$ cat src/common/rrc_pkg.sv
// shared constants and types of the registration response codec
package rrc_pkg;
  // ********************************
  // sizes and type codes
  // ********************************
  localparam int CAP_MAX = 8;
  localparam int CLS_MAX = 16;
  localparam logic [3:0] CAP_CNT = 4'h8;
  localparam logic [4:0] CLS_CNT = 5'h10;
  localparam logic [7:0] T_CAP = 8'h05;
  localparam logic [7:0] T_LEG_REQ = 8'h04;
  localparam logic [7:0] T_LEG_RSP = 8'h01;
  localparam logic [7:0] ST_ID = 8'h01;
  localparam logic [7:0] ST_SVC = 8'h02;
  localparam logic [7:0] L_ID = 8'h01;
  localparam logic [7:0] L_SVC = 8'h02;
  localparam logic [7:0] L_LEG = 8'h07;
  localparam logic [7:0] L_CAP_VAL = 8'h02;
  localparam logic [7:0] ID_MIN = 8'h01;
  localparam logic [7:0] ID_MAX = 8'h10;
  localparam logic [7:0] CODE_OK = 8'h00;
  localparam logic [7:0] CODE_AUTH = 8'h01;
  localparam logic [7:0] CODE_COS = 8'h02;

  // ********************************
  // types
  // ********************************
  typedef struct packed {
    logic [7:0] data;
    logic last;
  } rrc_byte_s;

  typedef enum logic [2:0] {
    PH_TYPE = 3'h1,
    PH_LEN = 3'h2,
    PH_VAL = 3'h4
  } rrc_ph_e;

  typedef struct packed {
    rrc_ph_e ph;
    logic [7:0] typ;
    logic [7:0] rem;
  } rrc_tlv_s;

  typedef enum logic [4:0] {
    S_RX = 5'h01,
    S_CAPH = 5'h02,
    S_CAP = 5'h04,
    S_LEG = 5'h08,
    S_END = 5'h10
  } rrc_state_e;

  typedef struct packed {
    rrc_state_e st;
    logic [3:0] cap_n;
    logic cs;
    logic [CAP_MAX-1:0][7:0] cap_typ;
    logic [CAP_MAX-1:0][7:0] cap_len;
    logic [CAP_MAX-1:0][1:0][7:0] cap_val;
    logic [7:0] cap_tot;
    logic [4:0] cls_n;
    logic [CLS_MAX-1:0][4:0] cls_id;
    logic [CLS_MAX-1:0] cls_seen;
    logic cls_hasid;
    logic cls_bad;
    logic [3:0] ei;
    logic [8:0] bi;
    rrc_byte_s out;
    logic ov;
    logic [7:0] code;
    logic done;
  } rrc_main_s;
endpackage

$ cat src/rtl/rrc_tlv_walk.sv
// sequential type-length-value walker
`timescale 1ns/1ps
module rrc_tlv_walk (
  input wire logic clk, // system clock
  input wire logic rst, // sync reset, high
  input wire logic restart, // next byte is a type byte
  input wire logic stb, // byte present
  input wire logic [7:0] data, // byte value
  output rrc_pkg::rrc_tlv_s cur // role of the present byte
);
  rrc_pkg::rrc_tlv_s q;
  rrc_pkg::rrc_tlv_s d;

  assign cur = q;

  // ********************************
  // walk
  // ********************************
  always_comb begin
    d = q;
    if (restart) begin
      d.ph = rrc_pkg::PH_TYPE;
      d.rem = 8'h00;
    end else if (stb) begin
      case (q.ph)
        rrc_pkg::PH_TYPE: begin
          d.typ = data;
          d.ph = rrc_pkg::PH_LEN;
        end
        rrc_pkg::PH_LEN: begin
          d.rem = data;
          d.ph = (data == 8'h00) ? rrc_pkg::PH_TYPE : rrc_pkg::PH_VAL;
        end
        rrc_pkg::PH_VAL: begin
          d.rem = q.rem - 8'h01;
          if (q.rem == 8'h01) begin
            d.ph = rrc_pkg::PH_TYPE;
          end
        end
        default: d.ph = rrc_pkg::PH_TYPE;
      endcase
    end
  end

  always_ff @(posedge clk) begin
    if (rst) begin
      q <= '0;
      q.ph <= rrc_pkg::PH_TYPE;
    end else begin
      q <= d;
    end
  end
endmodule

$ cat src/rtl/rrc_codec.sv
// headend registration response codec: request parse, response build
`timescale 1ns/1ps
// Operation
// - type and length fields are one octet
// - granted capability with a value of up to two octets echoes the requested value
// - unrecognised capability returned with value zero
// - only capabilities present in request returned
// - requested off stays off
// - one legacy entry, type 1, per request class
// - each legacy entry holds one class
// - bad or duplicate class id gives failure
// - missing class id gives failure, no legacy entries
// - subtype 1.1, length 1, copied class id
// - subtype 1.2, length 2, assigned service identifier
// - legacy codes 0 okay, 1 auth, 2 class
module rrc_codec (
  input wire logic clk, // system clock, 50 MHz
  input wire logic rst, // sync reset, high
  input wire logic req_valid, // request byte offered
  output logic req_ready, // request byte taken
  input wire rrc_pkg::rrc_byte_s req_byte, // request byte, last of message
  input wire logic [31:0] cap_known, // capability types recognised
  input wire logic [31:0] cap_grant, // capability types allowed on
  input wire logic auth_fail, // authentication failed
  input wire logic [7:0] flow_code, // code for flow registrations
  input wire logic [15:0] svc_base, // service identifier base
  output logic rsp_valid, // response byte offered
  input wire logic rsp_ready, // response byte taken
  output rrc_pkg::rrc_byte_s rsp_byte, // response byte, last of message
  output logic [7:0] rsp_code, // response code
  output logic rsp_done, // response finished, pulse
  output logic busy // building a response
);
  rrc_pkg::rrc_main_s q;
  rrc_pkg::rrc_main_s d;
  rrc_pkg::rrc_tlv_s ow;
  rrc_pkg::rrc_tlv_s iw;
  logic take;
  logic adv;
  logic leg;
  logic [2:0] ci;

  // ********************************
  // helpers
  // ********************************
  function automatic logic is_known(input logic [7:0] typ, input logic [31:0] kn);
    is_known = (typ[7:5] == 3'h0) && kn[typ[4:0]];
  endfunction

  function automatic logic [7:0] cap_out(input logic [7:0] typ, input logic [7:0] len,
      input logic [1:0][7:0] val, input logic [8:0] bi, input logic [31:0] kn,
      input logic [31:0] gr);
    logic pass;
    pass = is_known(typ, kn) && gr[typ[4:0]] && len <= rrc_pkg::L_CAP_VAL;
    cap_out = (pass && bi < 9'h004) ? val[bi[0]] : 8'h00;
  endfunction

  function automatic logic [15:0] svc_of(input logic [15:0] base, input logic [4:0] id);
    svc_of = base + {11'h000, id};
  endfunction

  function automatic logic [7:0] leg_out(input logic [3:0] bi, input logic [4:0] id,
      input logic [15:0] svc);
    case (bi)
      4'h0: leg_out = rrc_pkg::T_LEG_RSP;
      4'h1: leg_out = rrc_pkg::L_LEG;
      4'h2: leg_out = rrc_pkg::ST_ID;
      4'h3: leg_out = rrc_pkg::L_ID;
      4'h4: leg_out = {3'h0, id};
      4'h5: leg_out = rrc_pkg::ST_SVC;
      4'h6: leg_out = rrc_pkg::L_SVC;
      4'h7: leg_out = svc[15:8];
      default: leg_out = svc[7:0];
    endcase
  endfunction

  assign take = req_valid && req_ready;
  assign adv = !q.ov || rsp_ready;
  assign leg = q.code == rrc_pkg::CODE_OK && q.cls_n != 5'h00;
  assign ci = q.ei[2:0];
  assign req_ready = q.st == rrc_pkg::S_RX;
  assign rsp_valid = q.ov;
  assign rsp_byte = q.out;
  assign rsp_code = q.code;
  assign rsp_done = q.done;
  assign busy = q.st != rrc_pkg::S_RX;

  // outer walk over the message, inner walk inside one entry
  rrc_tlv_walk u_outer (
    .clk(clk),
    .rst(rst),
    .restart(take && req_byte.last),
    .stb(take),
    .data(req_byte.data),
    .cur(ow)
  );

  rrc_tlv_walk u_inner (
    .clk(clk),
    .rst(rst),
    .restart(take && ow.ph != rrc_pkg::PH_VAL),
    .stb(take && ow.ph == rrc_pkg::PH_VAL),
    .data(req_byte.data),
    .cur(iw)
  );

  // ********************************
  // parse and build
  // ********************************
  always_comb begin
    d = q;
    d.done = 1'b0;
    if (q.ov && rsp_ready) begin
      d.ov = 1'b0;
    end
    case (q.st)
      rrc_pkg::S_RX: begin
        if (take) begin
          if (ow.ph == rrc_pkg::PH_LEN && ow.typ == rrc_pkg::T_LEG_REQ) begin
            d.cls_hasid = 1'b0;
            if (q.cls_n == rrc_pkg::CLS_CNT || req_byte.data == 8'h00) begin
              d.cls_bad = 1'b1;
            end
            if (q.cls_n != rrc_pkg::CLS_CNT) begin
              d.cls_n = q.cls_n + 5'h01;
            end
          end
          if (ow.ph == rrc_pkg::PH_VAL && ow.typ == rrc_pkg::T_LEG_REQ) begin
            if (iw.ph == rrc_pkg::PH_VAL && iw.typ == rrc_pkg::ST_ID && !q.cls_hasid) begin
              d.cls_hasid = 1'b1;
              if (req_byte.data < rrc_pkg::ID_MIN || req_byte.data > rrc_pkg::ID_MAX) begin
                d.cls_bad = 1'b1;
              end else if (q.cls_seen[4'(req_byte.data - rrc_pkg::ID_MIN)]) begin
                d.cls_bad = 1'b1;
              end else begin
                d.cls_seen[4'(req_byte.data - rrc_pkg::ID_MIN)] = 1'b1;
                d.cls_id[4'(q.cls_n - 5'h01)] = req_byte.data[4:0];
              end
            end
            if (ow.rem == 8'h01 && !d.cls_hasid) begin
              d.cls_bad = 1'b1;
            end
          end
          if (ow.ph == rrc_pkg::PH_VAL && ow.typ == rrc_pkg::T_CAP) begin
            if (iw.ph == rrc_pkg::PH_LEN) begin
              d.cs = q.cap_n != rrc_pkg::CAP_CNT;
              if (d.cs) begin
                d.cap_typ[q.cap_n[2:0]] = iw.typ;
                d.cap_len[q.cap_n[2:0]] = req_byte.data;
                d.cap_val[q.cap_n[2:0]] = '0;
                d.cap_n = q.cap_n + 4'h1;
                d.cap_tot = q.cap_tot + req_byte.data + 8'h02;
              end
            end else if (iw.ph == rrc_pkg::PH_VAL && q.cs) begin
              if (q.cap_len[3'(q.cap_n - 4'h1)] - iw.rem < rrc_pkg::L_CAP_VAL) begin
                d.cap_val[3'(q.cap_n - 4'h1)][1'(q.cap_len[3'(q.cap_n - 4'h1)] - iw.rem)] =
                    req_byte.data;
              end
            end
          end
          if (req_byte.last) begin
            if (d.cls_n != 5'h00 || d.cls_bad) begin
              d.code = d.cls_bad ? rrc_pkg::CODE_COS :
                  (auth_fail ? rrc_pkg::CODE_AUTH : rrc_pkg::CODE_OK);
            end else begin
              d.code = flow_code;
            end
            d.bi = 9'h000;
            d.ei = 4'h0;
            if (d.cap_n != 4'h0) begin
              d.st = rrc_pkg::S_CAPH;
            end else if (d.code == rrc_pkg::CODE_OK && d.cls_n != 5'h00) begin
              d.st = rrc_pkg::S_LEG;
            end else begin
              d.st = rrc_pkg::S_END;
            end
          end
        end
      end
      rrc_pkg::S_CAPH: begin
        if (adv) begin
          d.ov = 1'b1;
          d.out.data = (q.bi == 9'h000) ? rrc_pkg::T_CAP : q.cap_tot;
          d.out.last = 1'b0;
          d.bi = q.bi + 9'h001;
          if (q.bi == 9'h001) begin
            d.bi = 9'h000;
            d.st = rrc_pkg::S_CAP;
          end
        end
      end
      rrc_pkg::S_CAP: begin
        if (adv) begin
          d.ov = 1'b1;
          if (q.bi == 9'h000) begin
            d.out.data = q.cap_typ[ci];
          end else if (q.bi == 9'h001) begin
            d.out.data = q.cap_len[ci];
          end else begin
            d.out.data = cap_out(q.cap_typ[ci], q.cap_len[ci], q.cap_val[ci], q.bi,
                cap_known, cap_grant);
          end
          d.out.last = 1'b0;
          d.bi = q.bi + 9'h001;
          if (q.bi == {1'b0, q.cap_len[ci]} + 9'h001) begin
            d.bi = 9'h000;
            d.ei = q.ei + 4'h1;
            if (q.ei == q.cap_n - 4'h1) begin
              d.out.last = !leg;
              d.ei = 4'h0;
              d.st = leg ? rrc_pkg::S_LEG : rrc_pkg::S_END;
            end
          end
        end
      end
      rrc_pkg::S_LEG: begin
        if (adv) begin
          d.ov = 1'b1;
          d.out.data = leg_out(q.bi[3:0], q.cls_id[q.ei],
              svc_of(svc_base, q.cls_id[q.ei]));
          d.out.last = 1'b0;
          d.bi = q.bi + 9'h001;
          if (q.bi == 9'h008) begin
            d.bi = 9'h000;
            d.ei = q.ei + 4'h1;
            if (q.ei == 4'(q.cls_n - 5'h01)) begin
              d.out.last = 1'b1;
              d.st = rrc_pkg::S_END;
            end
          end
        end
      end
      default: begin
        if (!q.ov) begin
          d = '0;
          d.st = rrc_pkg::S_RX;
          d.code = q.code;
          d.done = 1'b1;
        end
      end
    endcase
  end

  always_ff @(posedge clk) begin
    if (rst) begin
      q <= '0;
      q.st <= rrc_pkg::S_RX;
    end else begin
      q <= d;
    end
  end
endmodule

$ cat config.mk
export PLATFORM = sky130hd
export DESIGN_NAME = rrc_codec
export DESIGN_NICKNAME = d
export VERILOG_FILES = /design/src/common/rrc_pkg.sv /design/src/rtl/rrc_tlv_walk.sv /design/src/rtl/rrc_codec.sv
export SDC_FILE = /design/constraint.sdc
export NUM_CORES = 1
export LEC_CHECK = 0
export BUFFER_PORTS_ARGS = -buffer_cell sky130_fd_sc_hd__buf_2
export CAP_MARGIN = 0
export CORE_ASPECT_RATIO = 1.5
export CORE_UTILIZATION = 35
export DETAILED_ROUTE_END_ITERATION = 12
export SYNTH_ARGS = -nofsm -noshare
export SYNTH_HDL_FRONTEND = slang
export SYNTH_SLANG_ARGS = --single-unit
$ cat constraint.sdc
create_clock -name clk -period 4.9 [get_ports clk]
set_input_delay 0.245 -clock clk [delete_from_list [all_inputs] [get_ports clk]]
set_output_delay 0.245 -clock clk [all_outputs]
set_load 0.02 [all_outputs]
== Word-level counts from Yosys, hierarchy flattened ==
Cells that the tools add are included.

* Add/sub/neg operators: 14
* Magnitude comparators: 19
* Equal/unequal tests: 58
* Muxes and demuxes: 115
* Bitwise operators: 8
* Reduce and logical (&&, ||, !) cells: 64

{| class="wikitable"
|+ Operator list
! operator !! count
|-
| $mux 269 || 3
|-
| $pmux 372 s2 || 1
|-
| $mux 98 || 7
|-
| $mux 409 || 1
|-
| $mux 390 || 1
|-
| $mux 128 || 3
|-
| $mux 264 || 1
|-
| $mux 96 || 2
|-
| $mux 8 || 18
|-
| $mux 133 || 1
|-
| $and 128x128->128 || 1
|-
| $bwmux 128 || 1
|-
| $bwmux 64 || 2
|-
| $not 128->128 || 1
|-
| $demux 16 s3 || 2
|-
| $mux 5 || 18
|-
| $bwmux 80 || 1
|-
| $bmux 8 s3 || 3
|-
| $bmux 16 s3 || 1
|-
| $mux 16 || 3
|-
| $pmux 8 s2 || 3
|-
| $mux 23 || 2
|-
| $pmux 10 s4 || 1
|-
| $pmux 8 s5 || 1
|-
| 91 further kinds || 200
|}

* Flip-flop bits (word level): 447
* Bits of input ports: 102
* Output and inout bits: 21
* Word-level logic and storage cells: 347

== Longest topological paths before layout ==
Gate-level depths: netlist of run 1.

* Depth in word-level cells: 30
* Mapped depth: 26
* Gate-level depth less buffers: 20

== By module ==
A second synthesis of run 1 with hierarchy kept.

* Cell total of the unflattened synthesis: 2,660
* Area total of the unflattened synthesis: 23,943.0 um^2

{| class="wikitable"
|+ By module, submodules not included
! module !! instances !! cells each !! area each (um^2) !! sequential area each (um^2)
|-
| rrc_codec || 1 || 2,398 || 21,853.5 || 8,187.9
|-
| rrc_tlv_walk || 2 || 131 || 1,044.8 || 380.4
|}

== Worst setup path before layout of run 1 ==
No wires, ideal clock.

* Kind: flip-flop to flip-flop
* Start point: register q[400] in the netlist's numbering
* End point: register q[143] in the netlist's numbering
* Library setup time: 0.117 ns
* Arrival time: 5.118 ns
* Data required time: 4.783 ns
* Setup slack: -0.335 ns
* Stages on the path, launching flop included: 24
* Path buffers: 6
* Clock period less this slack: 5.235 ns
* Path through: dfxtp_1 inv_1 clkbuf_1 clkbuf_1 ha_1 xnor2_2 clkbuf_1 buf_1 nand2_1 a21oi_1 a31oi_1 o221ai_1 ha_1 nor2b_1 o21ai_0 a21boi_0 o21a_1 or3_1 a211o_1 o31a_1 buf_4 buf_6 o31a_1 a22o_1

* Cells in the longest elaborated chain, start to end: 19
* Elaborated cells between the ends (all ways): 36
* Classes of those cells: 2 x add/sub; 7 x order compare; 3 x eq/ne; 18 x mux; 2 x bitwise; 4 x reduce/logical

{| class="wikitable"
|+ Ends and longest elaborated chain
! element !! line !! RTL
|-
| start: declaration || rrc_codec.sv:34 || <nowiki>rrc_pkg::rrc_main_s q;</nowiki>
|-
| $sub 4x1->4 || n/a ||
|-
| $bmux 8 s3 || rrc_codec.sv:155, rrc_codec.sv:156 ||
|-
| $mux 8 (implied by the code) || rrc_codec.sv:156 || <nowiki>d.cap_val[3'(q.cap_n - 4'h1)][1'(q.cap_len[3'(q.cap_n - 4'h1)] - iw.rem)] =</nowiki>
|-
| $sub 8x8->8 || rrc_codec.sv:156 ||
|-
| $lt 1x2->1 (implied by the code) / $ge 1x1->1 (equally long branches) || rrc_codec.sv:156 ||
|-
| $logic_and 1x1->1 (implied by the code) || rrc_codec.sv:156 ||
|-
| $mux 8 (implied by the code) || rrc_codec.sv:156 ||
|-
| $demux 8 s1 || rrc_codec.sv:156 ||
|-
| [... 3 more ...] || n/a ||
|-
| $mux 128 || rrc_codec.sv:155 || <nowiki>if (q.cap_len[3'(q.cap_n - 4'h1)] - iw.rem < rrc_pkg::L_CAP_VAL) begin</nowiki>
|-
| $mux 128 || rrc_codec.sv:154 || <nowiki>end else if (iw.ph == rrc_pkg::PH_VAL && q.cs) begin</nowiki>
|-
| $mux 128 || rrc_codec.sv:145 || <nowiki>if (iw.ph == rrc_pkg::PH_LEN) begin</nowiki>
|-
| $mux 269 || rrc_codec.sv:144 || <nowiki>if (ow.ph == rrc_pkg::PH_VAL && ow.typ == rrc_pkg::T_CAP) begin</nowiki>
|-
| $mux 269 || rrc_codec.sv:118 || <nowiki>if (take) begin</nowiki>
|-
| $mux 269 || rrc_codec.sv:116 || <nowiki>case (q.st)</nowiki>
|-
| $mux 390 || rrc_codec.sv:118 ||
|-
| $pmux 372 s2 || rrc_codec.sv:116 ||
|}

Several ways; a longest one is shown, not always the timed one. The select of a mux whose other input is x is not followed.
A chain may end at the register's enable or synchronous reset.

== Worst setup path in the final report of run 1 ==
* Start point: register q[400] in the netlist's numbering
* End point: register q[243] in the netlist's numbering

The elaborated chain is that of the path after synthesis.

==> metrics.md, run 1 <==
| Metric | Value |
|---|---|
| Status | `finished, final reports clean` |
| Flop2flop setup slack | `0.30 ns` |
| DRT antenna net count | `0` |
| H-tree Lvls | `2` |
| Worst-skew pair later-pin latency | `approximately 0.60 ns` |
| Syn nets | `about 2,600` |
| Largest net degree at the start of global routing | `roughly 120` |
| Setup crit start kind | `flip-flop` |
| Most frequent cells in the layout | `dfxtp_1 (444), nor2_1 (295), nand2_1 (185), o21ai_0 (152), nand3_1 (137)` |
| CP endpoint kind | `flip-flop` |
| PwrDens | `roughly 360 mW/mm²` |
| Worst Hold Path EP | `rsp_valid` |
| Via count | `roughly 21,000` |
| Mean Syn Cell Area | `9.173 µm²` |
| Layout cells sized above 1 | `between 15 and 20%` |
| Synth cell types | `77` |
| Switching Share | `34.03%` |
| Storage element area | `around 0.009 mm²` |
| WP data required | `5.37 ns` |
| Final Skew | `0.03202 ns` |
| Most common cell after layout, fill and taps aside | `dfxtp_1` |
| Max VDD drop | `270.7 µV` |
| Sequential Power Share | `39.9%` |
| Root Driver | `clkbuf_16` |
| CP arrival | `5.07 ns` |
| Vias in the first global route | `around 21,000` |
| Fill cell count | `6,335` |
| DIE AREA | `0.06636 mm²` |
| Post-synthesis cell area | `between 0.02 and 0.025 mm²` |
| Post-synth EDFFs | `0` |
| Worst Setup Path Type | `reg -> reg` |
| DR iter-0 viols | `between 1,500 and 2,000` |
| Critical R2R Capture | `q[243]` |
| Clock power frac | `a little under two fifths` |
| NetSw | `roughly 0.0032 W` |
| Ys async rst share | `0%` |
| Vias/cell | `between 5 and 6` |
| Initial antenna violation count | `3` |
| Crit path max fanout | `12` |
| Inserted Clock Buffers | `45` |
| CP cell instances | `inv_1, ha_2, xor2_2, nand2_1, a21oi_1, a311oi_1, a31oi_1, a311oi_1, ha_1, inv_1, fa_1, a21o_1, a21oi_1, o21bai_1, a21oi_1, xnor2_1, a211o_1, o31ai_1, buf_4, a21oi_1, a22o_1` |
| R2R Path Start | `q[400]` |
| Slowest-stage cell, CP | `fa_1` |
| Setup_tns | `0 ns` |
| Combinational share of power | `between 20% and 30%` |
| Clock slew at reported path FFs | `0.07 ns` |
| Fin. Hold Viols | `0` |
| Hold Crit Class | `in -> reg` |
| Nets@finish | `approximately 2,700` |
| Post-synthesis sequential element count | `roughly 450` |
| Mapped Cells | `2,492` |
| Post-CTS Repair Setup Buffers | `0` |
| Final setup vio count | `0` |
| Routed length per placed instance | `about 24 µm` |
| Overall Global Routing Usage | `between 20% and 30%` |
| IO buf count | `roughly 120` |
| Overflow after GRT | `0` |
| Tcrit/Tclk final | `a little over nine tenths` |
| Die width | `roughly 210 µm` |
| Core area | `around 0.064 mm²` |
| Static leakage | `9.198 nW` |
| Hold path start | `rsp_ready` |
| Area grow syn2layout | `13.82%` |
| Hold Path Depth | `4` |
| Critical Path Max Stage Delay | `0.43 ns` |
| Min Tclk post-route | `~4.6 ns` |
| GP Congestion | `roughly 0.99` |
| Post-route DRC violation count | `0` |
| Io pins | `~120` |
| Multi-input logic area | `roughly 0.013 mm²` |
| First-pass GRT wire length | `roughly 120,000 µm` |
| Final instance area | `0.02602 mm²` |
| Max_cap viols | `0` |
| Clock Sinks | `roughly 450` |
| R2R depth | `21` |
| Fmax | `around 220 MHz` |
| Cell row count | `114` |
| Dpl cell area | `approximately 0.024 mm²` |
| Critical path's most frequent cell | `a21oi_1` |
| CTS tree | `yes` |
| Sequential area share after synthesis | `around 39%` |
| Max Slew Vio Count | `0` |
| Yosys warns | `0` |
| Slew margin rel. | `about a fifth` |
| Unrepaired setup endpoints after global routing | `false` |
| Pint | `0.006142 W` |
| Maximum buffer depth of the clock tree | `3` |
| Drt first pass iters | `7` |
| Main flop type after synthesis | `dfxtp_1` |
| Die Y | `around 310 µm` |
| Total wire length | `between 80,000 and 90,000 µm` |
| Post-DP HPWL | `59,610 µm` |
| Worst-Margin Slew | `about 1.2 ns` |
| Starting density of the core | `a little over a third` |
[synthesized netlist by cell type, types with 11 or more instances]
| master | count | area [µm²] |
|---|---|---|
| nand3_1 | 137 | 685.7 |
| o21ai_0 | 154 | 770.7 |
| mux4_2 | 109 | 2455 |
| a31oi_1 | 42 | 262.8 |
| and3_1 | 26 | 162.7 |
| nand2_1 | 185 | 694.4 |
| o22ai_1 | 21 | 131.4 |
| dfxtp_1 | 447 | 8949 |
| a311oi_1 | 11 | 96.34 |
| nor2_1 | 297 | 1115 |
| a21oi_1 | 123 | 615.6 |
| buf_1 | 15 | 56.30 |
| nand4_1 | 12 | 75.07 |
| xnor2_1 | 35 | 306.5 |
| and2_1 | 21 | 131.4 |
| nor3_1 | 42 | 210.2 |
| clkbuf_1 | 137 | 514.2 |
| a22o_1 | 124 | 1086 |
| buf_2 | 21 | 105.1 |
| mux2i_1 | 39 | 390.4 |
| inv_1 | 50 | 187.7 |
| a22oi_1 | 128 | 960.9 |
| ha_1 | 49 | 613.1 |
| xor2_1 | 21 | 183.9 |
| buf_4 | 21 | 157.7 |
| o211ai_1 | 30 | 225.2 |
[state kept, by name (all words and copies together), names as in the netlist]
name	cells
u_outer.cur	19
rsp_byte	9
rsp_code	8
u_inner.cur	19
q	387
rsp_done	1
rsp_valid	1
ci	3
[layer usage]
metal / global-route usage (%) / vias to the layer above / wire, µm
met5: 0 / - / 15
met2: 43.20 / 816 / 41130
li1: - / 9418 / -
met1: 25.13 / 10140 / 28850
met3: 3.855 / 269 / 4790
met4: 18.05 / 2 / 6497
[layout make-up]
| cell class | count | area share (%) |
|---|---|---|
| sequential | 447 | 34.43 |
| antenna | 1 | 0.009619 |
| multi-input combinational | 1796 | 49.55 |
| timing repair buffer | 211 | 5.343 |
| clock buffer | 66 | 5.132 |
| clock inverter | 14 | 0.5867 |
| inverter | 53 | 0.7647 |
| tap | 870 | 4.184 |
[worst max-delay path by stage]
stage,endpoint,slack [ns],startpoint
finish,q[243],0.30,q[400]
global placement,q[166],0.35,q[400]
floorplan,q[143],0.01,q[400]
detailed placement,q[166],0.29,q[400]
CTS,q[166],0.28,q[400]
global route,q[243],0.001,q[400]
[cell families (layout without fill, tap and decap cells)]
logic type,Yosys count,count (layout),share of synthesized area (%)
simple gates,807,807,16.83
compound gates,725,725,21.45
flops,447,447,39.15
buf+inv,249,344,4.614
mux,155,155,12.79
xor+xnor,57,57,2.217
fa+ha+maj,52,52,2.945
other cells,0,1,0
[per-stage QoR]
| stage | std cells | worst slack [ns] | utilization, % | hold WS (ns) | total power [W] |
|---|---|---|---|---|---|
| final | 3458 | 0.2960 | 40.35 | 0.04476 | 0.009311 |
| after global routing | 3457 | 0.001414 | 40.35 | 0.09407 | 0.009602 |
| after CTS | 3457 | 0.2816 | 40.34 | 0.02611 | 0.009325 |
| after detailed placement | 3371 | 0.2929 | 37.93 | 0.4482 | 0.005799 |
| after global placement | 3371 | 0.3534 | 37.93 | 0.4423 | 0.005772 |
| after floorplan | 2492 | 0.01427 | - | 0.3933 | 0.004945 |
[power by group through the flow]
stage | Combinational, W | Sequential, W | Clock (W)
finish | 0.00205 | 0.00372 | 0.00354
global route | 0.00214 | 0.00373 | 0.00374
CTS | 0.00201 | 0.00372 | 0.00360
detailed placement | 0.00200 | 0.00380 | 0
global placement | 0.00197 | 0.00380 | 0
floorplan | 0.00115 | 0.00379 | 0
[critical path: cells and delay by family (launching register included)]
family / cells / cell delay, ns
XOR/XNOR: 2 / 0.26
AND/OR/NAND/NOR: 1 / 0.09
buffers and inverters: 3 / 0.44
AO/OA/AOI/OAI: 12 / 2.43
flip-flops: 1 / 0.35
adder cells (fa/ha/maj): 3 / 0.89
[what timing repair did]
item | in CTS | in global routing
endpoints found under the hold margin | 6 | 0
hold buffers | 6 | 0
resized for setup | 0 | 2
setup endpoints to repair | 0 | 10
Power figures use the tool's default switching activity.
==> run 2: changes to the inputs <==
--- a/config.mk
+++ b/config.mk
@@ -10,6 +10,7 @@
 export CORE_ASPECT_RATIO = 1.5
 export CORE_UTILIZATION = 35
 export DETAILED_ROUTE_END_ITERATION = 12
+export RECOVER_POWER = 25
 export SYNTH_ARGS = -nofsm -noshare
 export SYNTH_HDL_FRONTEND = slang
 export SYNTH_SLANG_ARGS = --single-unit
==> metrics.md, run 2 (synthesized netlist as in run 1, its figures left out) <==
| Metric | Value |
|---|---|
| Inserted Clock Buffers | `45 (unchanged)` |
| Area grow syn2layout | `13.56%` |
| Fill cell count | `6,351 (+0.25%)` |
| Nets@finish | `2,708 (unchanged)` |
| Met3 wire length | `4498 µm (-6.1%)` |
| Worst Setup Path Type | `reg -> reg` |
| Min Tclk post-route | `4.601 ns (-0.002534 ns)` |
| WP data required | `5.38 ns (about the same)` |
| Final setup vio count | `0 (unchanged)` |
| DIE AREA | `0.06636 mm² (unchanged)` |
| Setup WS post-layout | `0.2985 ns (+0.002534 ns)` |
| Critical Path Max Stage Delay | `0.43 ns (about the same)` |
| Hold WS | `0.05613 ns (+0.01137 ns)` |
| DR iter-0 viols | `1,755 (+1.5%)` |
| Hold path start | `rsp_ready` |
| Largest Register | `q` |
| R2R Path Start | `q[400]` |
| Crit path buf inv count | `3 (unchanged)` |
| Most frequent cells in the layout | `dfxtp_1 (444), nor2_1 (295), nand2_1 (185), o21ai_0 (156), nand3_1 (137)` |
| Starting density of the core | `35.45% (unchanged)` |
| Worst-Margin Slew | `1.196 ns (+0.003121 ns)` |
| Unrepaired setup endpoints after global routing | `false` |
| Post-DP HPWL | `59,610 µm (unchanged)` |
| Slowest-stage cell, CP | `fa_1` |
| Storage element area | `0.008957 mm² (unchanged)` |
| Worst Setup SP | `q[400]` |
| Routed length per placed instance | `23.50 µm (about the same)` |
| Post-route DRC violation count | `0 (unchanged)` |
| Max_cap viols | `0 (unchanged)` |
| Most common cell after layout, fill and taps aside | `dfxtp_1` |
| Critical R2R Capture | `q[240]` |
| Post-CTS Repair Setup Buffers | `0 (unchanged)` |
| Pre-CTS WS | `0.2929 ns (unchanged)` |
| Max Slew Vio Count | `0 (unchanged)` |
| Clock Sinks | `447 (unchanged)` |
| Static leakage | `9.087 nW (-1.2%)` |
| Initial antenna violation count | `3 (unchanged)` |
| Setup crit start kind | `flip-flop` |
| Die Y | `315.0 µm (unchanged)` |
| R2R depth | `21 (unchanged)` |
| Vias/cell | `5.980 (+0.15%)` |
| Die width | `210.7 µm (unchanged)` |
| CP endpoint kind | `flip-flop` |
| CTS tree | `yes` |
| Top Metal Used | `met5` |
| GP Congestion | `0.9921 (unchanged)` |
| Worst-skew pair later-pin latency | `0.60 ns (about the same)` |
| Worst Hold Path EP | `rsp_valid` |
| Vias in the first global route | `20,540 (unchanged)` |
| DRT antenna net count | `0 (unchanged)` |
| Io pins | `123 (unchanged)` |
| IO buf count | `122 (unchanged)` |
| Drt first pass iters | `6 (-1)` |
| Hold Path Depth | `4 (unchanged)` |
| Crit path max fanout | `12 (unchanged)` |
| H-tree Lvls | `2 (unchanged)` |
| Final Skew | `0.03008 ns (-0.001940 ns)` |
| Total Power | `0.009274 W (-0.40%)` |
| CP cell instances | `inv_1, ha_2, xor2_2, nand2_1, a21oi_1, a311oi_1, a31oi_1, a311oi_1, ha_1, inv_1, fa_1, a21o_1, a21oi_1, o21bai_1, a21oi_1, xnor2_1, a211o_1, o31ai_1, buf_4, a21oi_1, a22o_1` |
| Slew margin rel. | `20.25% (-0.21 points)` |
| Layout cells sized above 1 | `15.42% (-1.0 points)` |
| Root Driver | `clkbuf_16` |
| Fmax | `217.3 MHz (about the same)` |
| Status | `finished, final reports clean` |
| Total wire length | `81,280 µm (about the same)` |
| CP arrival | `5.08 ns (about the same)` |
| Met1 WL | `29,220 µm (+1.3%)` |
| Tcrit/Tclk final | `93.91% (about the same)` |
| Max reg flops | `387 (unchanged)` |
| Overall Global Routing Usage | `24.06% (unchanged)` |
| Core area | `0.06447 mm² (unchanged)` |
| Via count | `20,680 (+0.15%)` |
| Critical path's most frequent cell | `a21oi_1` |
| Worst path depth | `21 (unchanged)` |
| Largest net degree at the start of global routing | `115 (unchanged)` |
| Clock slew at reported path FFs | `0.07 ns (about the same)` |
| Overflow after GRT | `0 (unchanged)` |
| Crit-path leading delay family | `compound AO/OA/AOI/OAI gates` |
| Setup_tns | `0 ns (unchanged)` |
| Maximum buffer depth of the clock tree | `3 (unchanged)` |
| Cell row count | `114 (unchanged)` |
| Max VDD drop | `268.7 µV (-0.76%)` |
| PwrDens | `357.3 mW/mm² (-0.18%)` |
| First-pass GRT wire length | `122,700 µm (unchanged)` |
| Multi-input logic area | `0.01289 mm² (unchanged)` |
| Fin. Hold Viols | `0 (unchanged)` |
| WL met2 | `40,910 µm (-0.55%)` |
| Hold Crit Class | `in -> reg` |
| Flop2flop setup slack | `0.30 ns (about the same)` |
[run 2: changes by cell type in the layout (fill, tap and decap cells not counted), sizes merged]
cell	previous run	this run
clkbuf	67	96
buf	204	175
[run 2: metal layers]
layer	vias to the layer above	track usage (%)
li1	9423	-
met1	10170	25.13
met2	805	43.20
met3	277	3.855
met4	2	18.05
met5	-	0
[run 2: layout make-up]
class	instances	share of cell area, %
Inverter	53	0.7664
Clock inverter	14	0.5880
Antenna cell	1	0.009640
Tap cell	870	4.193
Clock buffer	66	5.143
Timing Repair Buffer	211	5.133
Sequential cell	447	34.51
Multi-Input combinational cell	1796	49.66
[run 2: report_power, final]
group          leakage (nW)  internal [W]  switching (W)
Combinational          4.75      0.000421        0.00159
Clock                 0.736       0.00200        0.00154
Sequential             3.60       0.00368      0.0000450
[run 2: worst max path at each step]
stage / end
floorplan: q[143]
global placement: q[166]
detailed placement: q[166]
CTS: q[166]
global route: q[243]
finish: q[240]
[run 2: worst register-to-register path, delay by kind of cell (launching register included)]
family,cells,cell delay (ns)
buffers and inverters,3,0.44
AND/OR/NAND/NOR,1,0.10
adder cells (fa/ha/maj),3,0.89
flip-flops,1,0.34
AO/OA/AOI/OAI,12,2.46
XOR/XNOR,2,0.26
[run 2: timing repair]
action / in CTS / in global routing
resized for setup: 0 / 2
hold buffers: 6 / 0
endpoints found under the setup margin: 0 / 10
hold endpoints to repair: 6 / 0
[run 2: stage by stage]
stage | util (%) | cell area (µm²) | cells
floorplan | - | 22870 | 2492
finish | 40.26 | 25960 | 3458
global route | 40.26 | 25960 | 3457
global placement | 37.93 | 24460 | 3371
detailed placement | 37.93 | 24460 | 3371
CTS | 40.34 | 26000 | 3457
